--- src/mdsr_pkg.sv ---
package mdsr_pkg;

    localparam logic [7:0] MDSR_OFS_PROT    = 8'h00;
    localparam logic [7:0] MDSR_OFS_SPEED   = 8'h01;
    localparam logic [7:0] MDSR_OFS_CNT_LO  = 8'h02;
    localparam logic [7:0] MDSR_OFS_CNT_HI  = 8'h03;
    localparam logic [7:0] MDSR_OFS_VOLT    = 8'h04;
    localparam logic [7:0] MDSR_OFS_CURR    = 8'h05;

    localparam int MDSR_BIT_FAULT   = 7;
    localparam int MDSR_BIT_STALL   = 5;
    localparam int MDSR_BIT_CURR    = 4;
    localparam int MDSR_BIT_VOLT    = 3;
    localparam int MDSR_BIT_HEAT    = 2;
    localparam int MDSR_BIT_POR     = 1;
    localparam int MDSR_BIT_DONE    = 0;

    localparam logic [7:0]  MDSR_RESET_BYTE = 8'h00;
    localparam logic [15:0] MDSR_RESET_CNT  = 16'h0000;
    localparam logic [7:0]  MDSR_VOLT_38V   = 8'hE4;
    localparam logic [7:0]  MDSR_CURR_FULL  = 8'hC0;
    localparam logic [7:0]  MDSR_CODE_MAX   = 8'hFF;

    // live protection conditions from the analog engines
    typedef struct packed {
        logic stall;
        logic overcurrent;
        logic overvoltage;
        logic thermal;
        logic supplyOk;
    } mdsr_prot_s;

    // measurement values from the ripple and regulation engines
    typedef struct packed {
        logic [7:0]  speed;
        logic        ripple;
        logic [7:0]  voltage;
        logic [7:0]  current;
    } mdsr_meas_s;

    // register access port: read strobe, address, write strobe and write data
    typedef struct packed {
        logic       rdEn;
        logic [7:0] addr;
        logic       wrEn;
        logic [7:0] wdata;
    } mdsr_acc_s;

    typedef enum logic [2:0]
    {
        MDSR_POR_IDLE  = 3'b001,
        MDSR_POR_LOW   = 3'b010,
        MDSR_POR_HIGH  = 3'b100
    } mdsr_por_e;

    function automatic logic [7:0] mdsr_sat8(input logic [7:0] v);
        mdsr_sat8 = (v > MDSR_CODE_MAX) ? MDSR_CODE_MAX : v;
    endfunction

endpackage

--- src/mdsr_ripple_counter.sv ---
`timescale 1ns/10ps
module mdsr_ripple_counter
    import mdsr_pkg::*;
(
    input  wire logic          ref_clk,
    input  wire logic          resetn,
    input  wire logic          rippleEvt,
    input  wire logic          clearCnt,
    input  wire logic [15:0]   threshold,
    output logic      [15:0]   count,
    output logic               doneSet
);

    logic [15:0] countQ;

    always_ff @(posedge ref_clk or negedge resetn)
    begin
        if (!resetn)
            countQ <= MDSR_RESET_CNT;
        else if (clearCnt)
            countQ <= MDSR_RESET_CNT;
        // saturate: a wrap would fake a small count below the threshold
        else if (rippleEvt && !(&countQ))
            countQ <= countQ + 16'h0001;
    end

    assign count   = countQ;
    // pulse-free level; the flag latch in the parent makes it sticky
    assign doneSet = (countQ > threshold) && !clearCnt;

endmodule

--- src/motor_driver_status_regs.sv ---
`timescale 1ns/10ps
////////////////////////////////////////////////////////////////////////////////
// Functional notes
// - bit 7 of protection status is 1 while any fault is present.
// - the active-low error pin is pulled low exactly while bit 7 is 1.
// - bit 5 reports a detected motor stall.
// - bit 4 reports an overcurrent event, 0 otherwise.
// - bit 3 reports an overvoltage event, 0 otherwise.
// - bit 2 reports a thermal shutdown event, 0 otherwise.
// - bit 1 latches low at power-up, goes high after a clear-errors once the supply is good.
// - bit 0 latches high once the ripple count exceeds the threshold.
// - count-done stays set until the clear-ripple-count command.
// - offset 1 holds the 8-bit speed estimate.
// - offset 2 holds ripple count bits 7 to 0.
// - offset 3 holds ripple count bits 15 to 8.
// - offset 4 holds the linear motor voltage code.
// - offset 5 holds the linear motor current code.
// - every status register is zero after reset.
// - clear-ripple-count zeroes the counter, clears count-done, self-clears.
module motor_driver_status_regs
    import mdsr_pkg::*;
(
    input  wire logic                  ref_clk,
    input  wire logic                  resetn,
    input  wire mdsr_pkg::mdsr_prot_s  protIn,
    input  wire mdsr_pkg::mdsr_meas_s  measIn,
    input  wire logic [15:0]           rippleThreshold,
    input  wire logic                  clearRippleCountCmd,
    input  wire logic                  clearErrorsCmd,
    input  wire mdsr_pkg::mdsr_acc_s   acc,
    output logic [7:0]                 rdData,
    output logic                       rdValid,
    output logic                       errorOutN_o,
    output logic                       errorOutN_oe,
    output logic                       clearRippleCountCmd_q
);
    import mdsr_pkg::*;

    ////////////////////////////////////////////////////////////////////////
    logic [7:0]  protStatus_q;
    logic [7:0]  speed_q;
    logic [15:0] rippleCount;
    logic [7:0]  voltage_q;
    logic [7:0]  current_q;
    logic        doneSet;
    logic        anyFault;
    mdsr_por_e   porState_q;
    logic [7:0]  rdData_d;

    ////////////////////////////////////////////////////////////////////////
    // command bit self-clears one cycle after the host sets it
    always_ff @(posedge ref_clk or negedge resetn)
    begin
        if (!resetn)
            clearRippleCountCmd_q <= 1'b0;
        else
            clearRippleCountCmd_q <= clearRippleCountCmd
                                     && !clearRippleCountCmd_q;
    end

    mdsr_ripple_counter u_counter
    (
        .ref_clk   (ref_clk),
        .resetn    (resetn),
        .rippleEvt (measIn.ripple),
        .clearCnt  (clearRippleCountCmd_q),
        .threshold (rippleThreshold),
        .count     (rippleCount),
        .doneSet   (doneSet)
    );

    ////////////////////////////////////////////////////////////////////////
    // power-on flag sequencing
    always_ff @(posedge ref_clk or negedge resetn)
    begin
        if (!resetn)
            porState_q <= MDSR_POR_IDLE;
        else
            case (porState_q)
                MDSR_POR_IDLE:
                    if (protIn.supplyOk)
                        porState_q <= MDSR_POR_LOW;
                MDSR_POR_LOW:
                    if (clearErrorsCmd)
                        porState_q <= MDSR_POR_HIGH;
                MDSR_POR_HIGH:
                    porState_q <= MDSR_POR_HIGH;
                default:
                    porState_q <= MDSR_POR_IDLE;
            endcase
    end

    assign anyFault = protIn.stall | protIn.overcurrent
                      | protIn.overvoltage | protIn.thermal;

    ////////////////////////////////////////////////////////////////////////
    // protection summary byte; bit 6 reserved reads zero
    always_ff @(posedge ref_clk or negedge resetn)
    begin
        if (!resetn)
            protStatus_q <= MDSR_RESET_BYTE;
        else
        begin
            protStatus_q[MDSR_BIT_FAULT] <= anyFault;
            protStatus_q[6]              <= 1'b0;
            protStatus_q[MDSR_BIT_STALL] <= protIn.stall;
            protStatus_q[MDSR_BIT_CURR]  <= protIn.overcurrent;
            protStatus_q[MDSR_BIT_VOLT]  <= protIn.overvoltage;
            protStatus_q[MDSR_BIT_HEAT]  <= protIn.thermal;
            protStatus_q[MDSR_BIT_POR]   <= (porState_q == MDSR_POR_HIGH)
                                            || (porState_q == MDSR_POR_LOW
                                                && clearErrorsCmd);
            // set wins: doneSet already masked in the clearing cycle
            if (doneSet)
                protStatus_q[MDSR_BIT_DONE] <= 1'b1;
            else if (clearRippleCountCmd_q)
                protStatus_q[MDSR_BIT_DONE] <= 1'b0;
        end
    end

    ////////////////////////////////////////////////////////////////////////
    // open-drain pin enable registers anyFault directly, in step with the summary flag
    always_ff @(posedge ref_clk or negedge resetn)
    begin
        if (!resetn)
        begin
            errorOutN_o  <= 1'b0;
            errorOutN_oe <= 1'b0;
        end
        else
        begin
            errorOutN_o  <= 1'b0;
            errorOutN_oe <= anyFault;
        end
    end

    ////////////////////////////////////////////////////////////////////////
    // measurement snapshots
    always_ff @(posedge ref_clk or negedge resetn)
    begin
        if (!resetn)
        begin
            speed_q   <= MDSR_RESET_BYTE;
            voltage_q <= MDSR_RESET_BYTE;
            current_q <= MDSR_RESET_BYTE;
        end
        else
        begin
            speed_q   <= measIn.speed;
            voltage_q <= mdsr_sat8(measIn.voltage);
            current_q <= mdsr_sat8(measIn.current);
        end
    end

    ////////////////////////////////////////////////////////////////////////
    // read mux; writes are never decoded so they cannot alter status
    always_comb
    begin
        rdData_d = MDSR_RESET_BYTE;
        case (acc.addr)
            MDSR_OFS_PROT:   rdData_d = protStatus_q;
            MDSR_OFS_SPEED:  rdData_d = speed_q;
            MDSR_OFS_CNT_LO: rdData_d = rippleCount[7:0];
            MDSR_OFS_CNT_HI: rdData_d = rippleCount[15:8];
            MDSR_OFS_VOLT:   rdData_d = voltage_q;
            MDSR_OFS_CURR:   rdData_d = current_q;
            default:         rdData_d = MDSR_RESET_BYTE;
        endcase
    end

    always_ff @(posedge ref_clk or negedge resetn)
    begin
        if (!resetn)
        begin
            rdData  <= MDSR_RESET_BYTE;
            rdValid <= 1'b0;
        end
        else
        begin
            rdValid <= acc.rdEn;
            if (acc.rdEn)
                rdData <= rdData_d;
        end
    end
endmodule
--- config.mk ---
export PLATFORM = sky130hd
export DESIGN_NAME = motor_driver_status_regs
export DESIGN_NICKNAME = d
export VERILOG_FILES = /design/src/mdsr_pkg.sv /design/src/mdsr_ripple_counter.sv /design/src/motor_driver_status_regs.sv
export SDC_FILE = /design/constraint.sdc
export NUM_CORES = 1
export LEC_CHECK = 0
export ABC_CLOCK_PERIOD_IN_PS = 1920
export BUFFER_PORTS_ARGS = -buffer_cell sky130_fd_sc_hd__buf_4
export CAP_MARGIN = 5
export CORE_MARGIN = 5
export CORE_UTILIZATION = 35
export CTS_CLUSTER_DIAMETER = 200
export DETAILED_ROUTE_END_ITERATION = 12
export GPL_TIMING_DRIVEN = 0
export HOLD_SLACK_MARGIN = 0.12
export MAX_ROUTING_LAYER = met4
export PLACE_DENSITY_LB_ADDON = 0.2
export SLEW_MARGIN = 10
export SYNTH_ARGS = -nofsm -noshare
export SYNTH_HDL_FRONTEND = slang
export SYNTH_SLANG_ARGS = --single-unit
--- constraint.sdc ---
create_clock -name ref_clk -period 1.92 [get_ports ref_clk]
set_input_delay 0.192 -clock ref_clk [delete_from_list [all_inputs] [get_ports ref_clk]]
set_output_delay 0.192 -clock ref_clk [all_outputs]
set_load 0.1 [all_outputs]
; Word-level counts from Yosys, hierarchy flattened
; Cells that the tools add are included.
[totals]
regBits = 61
latchBits = 0
mem_bits_rw = 0
romBits = 0
input_bits = 68
out_inout_bits = 12
word_cells = 50
memories = 0
[classes]
add_sub_neg = 1
n_mul = 0
div = 0
magnitude_cmp = 3
eq_ne = 10
shifts = 0
mux = 10
n_bitwise = 3
reduce_logical = 12
[op_table]
columns = operator, count
row1 = $pmux W8 S6, 1
row2 = $mux W16, 2
row3 = $add A16 B1 Y16 const B, 1
row4 = $eq A8 B2 Y1 const B, 2
row5 = $eq A8 B3 Y1 const B, 2
row6 = $gt A16 B16 Y1, 1
row7 = $gt A8 B8 Y1 const B, 2
row8 = $mux W8, 2
row9 = $reduce_and A16 Y1, 1
row10 = $pmux W3 S3, 1
row11 = $eq A8 B1 Y1 const B, 1
row12 = $logic_not A8 Y1, 1
row13 = $mux W3, 2
row14 = $logic_and A1 B1 Y1, 4
row15 = $ne A2 B2 Y1 const B, 2
row16 = $reduce_bool A2 Y1, 2
row17 = $eq A3 B1 Y1 const B, 1
row18 = $eq A3 B2 Y1 const B, 1
row19 = $eq A3 B3 Y1 const B, 1
row20 = $or A1 B1 Y1, 3
row21 = $logic_not A1 Y1, 2
row22 = $mux W1, 2
row23 = $reduce_and A2 Y1, 1
row24 = $logic_or A1 B1 Y1, 1

; Logic depth before layout (Yosys ltp)
[depth]
depth_word = 5
ltp_mapped = 7
mapped_depth_nobuf = 7

; Modules after synthesis
; From an unflattened synthesis, not the netlist that was laid out.
[unflattened]
hier_cells = 263
area_unflattened_um2 = 3078.0
[by_module_without_submodules]
columns = mod, instances, cells_each, area_per_inst_um2
row1 = motor_driver_status_regs, 1, 114, 1722.9
row2 = mdsr_ripple_counter, 1, 149, 1355.0

; Worst setup path after synthesis
; No wires, ideal clock.
[synth_path]
kind = register -> register
start = register u_counter.countQ[13], in the netlist u_counter.count[13]
end = register protStatus_q[0]
setup_time_ps = 132
arrival_time_ps = 1644
setup_slack_ps = 144
stages_incl_launch_ff = 7
path_buffers = 0
path_cell_list = dfrtp_1 > ha_1 > nand4_1 > nor2_1 > or4_1 > a221oi_1 > a21oi_1
[synth_between]
elab_chain_cells = 3
elab_cells_between_ends = 4
[synth_lines]
columns = item, line_no
row1 = start: declaration, mdsr_ripple_counter.sv:14  ; logic [15:0] countQ;
row2 = start signal: assignment, mdsr_ripple_counter.sv:24  ; countQ <= countQ + 16'h0001;
row3 = $gt A16 B16 Y1 *, mdsr_ripple_counter.sv:29  ; assign doneSet = (countQ > threshold) && !clearCnt;
row4 = $logic_and A1 B1 Y1 *, mdsr_ripple_counter.sv:29
row5 = $mux W1 or $reduce_bool A2 Y1 (tied branches), n/a
row6 = end signal: indexed assignment, motor_driver_status_regs.sv:108  ; protStatus_q[MDSR_BIT_VOLT] <= protIn.overvoltage;
row7 = end signal: indexed assignment, motor_driver_status_regs.sv:109  ; protStatus_q[MDSR_BIT_HEAT] <= protIn.thermal;
row8 = end signal: indexed assignment, motor_driver_status_regs.sv:110  ; protStatus_q[MDSR_BIT_POR] <= (porState_q == MDSR_POR_HIGH)
row9 = end: declaration, motor_driver_status_regs.sv:40  ; logic [7:0] protStatus_q;
; Mark *: on every way between the ends. The rest lies on a longest branch, timed or not.
; A chain may end at the register's enable or synchronous reset.

; Final worst setup path
; Ends and elaborated chain as after synthesis.

==> out/metrics.yaml <==
tritoncts: "yes"
syn_inst: 276
drive_gt1_share_pct: 31.9
vias_per_cell: 4.92
timing.slew.headroom_pct: 50.9
synth.largest_area_cell: "dfrtp_1"
place.gp.congestion: 0.824
grt_pass1_wl_um: 11800
start_kind: "flop"
ys_async_sr_fraction_pct: 100
drc: 0
final_cell_mix: "buf_4 (79), dfrtp_1 (52), dlygate4sd3_1 (31)"
rsz0062_at_grt: "true"
rr_startpoint: "u_counter.count[13]"
dp_cells: 449
period_share_pct: 97.6
gr-total-overflow: 0
critPathCaptureType: "flop"
synth_top_area_share_pct: 50.1
hpwl_um: 5280
insertion_delay_ns: 0.34
final_nets: 481
status: "complete, no violations"
dr.pass1.iters: 4
fp.dieH_um: 102
min_path_cells: 4
vias: 2487
ys_warn_count: 0
drv_cap: 0
synth_edf_count: 0
htree_levels: 3
powerDensity_mw_per_mm2: 689
track_usage_pct: 15.4
die_x_um: 102
antenna_found_initial: 0
period_needed_ns: 1.87
hp-start: "protIn[0]"
ff2ff_path_depth: 6
setup_viol: 0
power_leakage_nw: 1.95
ys_types: 46
cp_data_required_time_ns: 2.14
detail-route-antenna-nets: 0
cts.sinks: 60
initialDrtViolationCount: 109
fmax_ghz: 0.534
synth_ff_type: "dfrtp_1"
syn-cell-area_sq_mm: 0.00295
syn_to_final_growth_pct: 43.3
grt_pass1_vias: 2488
holdPathEnd: "porState_q[0]"
final_util_pct: 51.4
ys_ff_latch: 60
whs_ns: 0.140
final_common_cell: "buf_4"
rrSetupSlack_ns: 0.05
cts.clk_slew.worst_paths_ns: 0.07
routedWlPerCell_um: 14.8
cts_max_path_buffers: 2
die_area_sq_mm: 0.0104
r2r-end: "protStatus_q[0]"
fill_cells: 761
port_buffers: 68
avgSynthCellArea_sq_um: 10.7
pre_cts_ws_ns: -0.134
yosysSeqAreaShare_pct: 51.0
synthesis.nets: 361
vdd_ir_drop_max_v: 0.000511
crit_type: "reg -> reg"
core_area_sq_mm: 0.00822
hp-class: "in -> reg"
drt_wl_total_um: 7470
cts_buffers: 9
io_pins: 80
hold_violations: 0
crit_path_max_fanout: 6
root_buffer: "clkbuf_8"
worst_pin_slew_ns: 0.736
critical_path_arrival_ns: 2.09
num_antenna_cells: 0
setup_slack_ns: 0.0461
fin_skew_ns: 0.00710
synth.area.top_cells: "dfrtp_1 (50%), ha_1 (7.2%), nor2_1 (3.3%)"
finalNonFillerCells: 506
slew_viol_final: 0
grt_max_degree: 61
fp-row-count: 33
start_util_pct: 35.9
-- metal layers --
| metal | wire length, um | global-route usage, % | vias to the layer above |
|---|---|---|---|
| met4 | 55 | 3.17 | 0 |
| li1 | - | - | 1225 |
| met5 | 0 | - | - |
| met2 | 3820 | 25.2 | 65 |
| met1 | 3170 | 18.6 | 1191 |
| met3 | 417 | 5.23 | 6 |
-- area by class of cell --
| cell class | instances | area [sq um] | area share, % |
|---|---|---|---|
| Sequential cell | 60 | 1510 | 35.8 |
| Multi-Input combinational cell | 182 | 1380 | 32.7 |
| Timing Repair Buffer | 109 | 896 | 21.2 |
| Tap cell | 105 | 131 | 3.11 |
| Clock buffer | 10 | 128 | 3.02 |
| Inverter | 25 | 93.8 | 2.22 |
| Clock inverter | 6 | 41.3 | 0.977 |
| Buffer | 9 | 40.0 | 0.948 |
-- registers in the layout, summed over array words and instances (netlist names) --
| register | flops |
|---|---|
| rdValid | 1 |
| porState_q | 3 |
| current_q | 8 |
| clearRippleCountCmd_q | 1 |
| voltage_q | 8 |
| speed_q | 8 |
| protStatus_q | 7 |
| rdData | 8 |
| u_counter.count | 16 |
-- what timing repair did --
item / in CTS / in global routing
hold endpoints to repair: 90 / 0
gates resized for setup: 6 / 10
pin swaps: 2 / 3
hold buffers: 31 / 0
buffers inserted: 3 / 7
setup endpoints to repair: 2 / 2
-- synth_stat cells (2+ instances only) --
library cell and count:
o21ai_0 12, mux2_2 8, a21o_1 2, or4_1 3
a21oi_1 18, nor3_1 7, a22o_1 2, o22ai_1 5
buf_2 2, a22oi_1 7, nor2b_1 2, nand2b_1 2
mux4_2 3, nor4_1 3, inv_1 25, mux4_1 2
nand2_1 18, mux2i_1 3, nor2_1 26, nand3_1 9
clkbuf_1 6, ha_1 17, dfrtp_1 59, xnor2_1 8
or3_1 2, nand4_1 5
-- worst max-delay path by stage --
stage	start	slack [ns]	end
2_1_floorplan	u_counter.count[13]	0.14	protStatus_q[0]
3_3_place_gp	u_counter.count[13]	-0.10	protStatus_q[0]
3_5_place_dp	u_counter.count[13]	-0.13	protStatus_q[0]
4_1_cts	u_counter.count[12]	0.003	protStatus_q[0]
5_1_grt	u_counter.count[13]	-0.03	protStatus_q[0]
6_report	u_counter.count[13]	0.05	protStatus_q[0]
-- cell families after synthesis --
kind of cell	Yosys count	share of synthesized area (%)
xor+xnor	9	2.67
other cells	1	0.127
buf+inv	34	4.54
simple gates	86	15.3
compound gates	53	11.0
fa+ha+maj	17	7.22
flops	60	51.0
mux	16	8.15
-- report_power, final --
| group | switching, W | internal (W) |
|---|---|---|
| registers | 0.0000691 | 0.00136 |
| logic | 0.000265 | 0.000245 |
| clock network | 0.000511 | 0.000464 |
-- stage by stage --
step	TNS (ns)	power [W]	instance area [sq um]
after floorplan	0	0.00171	2950
after global placement	-0.105	0.00190	3590
after detailed placement	-0.134	0.00190	3590
after CTS	0	0.00294	4120
after global routing	-0.0310	0.00307	4220
final	0	0.00291	4220
-- worst max-delay path, stage by stage, from the launching register on --
cell and delay [ns]:
dfrtp_2 0.48, ha_4 0.24, nand4_1 0.16, nor2_1 0.07, or4_4 0.49, a221oi_4 0.23, a21oi_2 0.08
No activity file was read; power rests on OpenSTA's default activity.
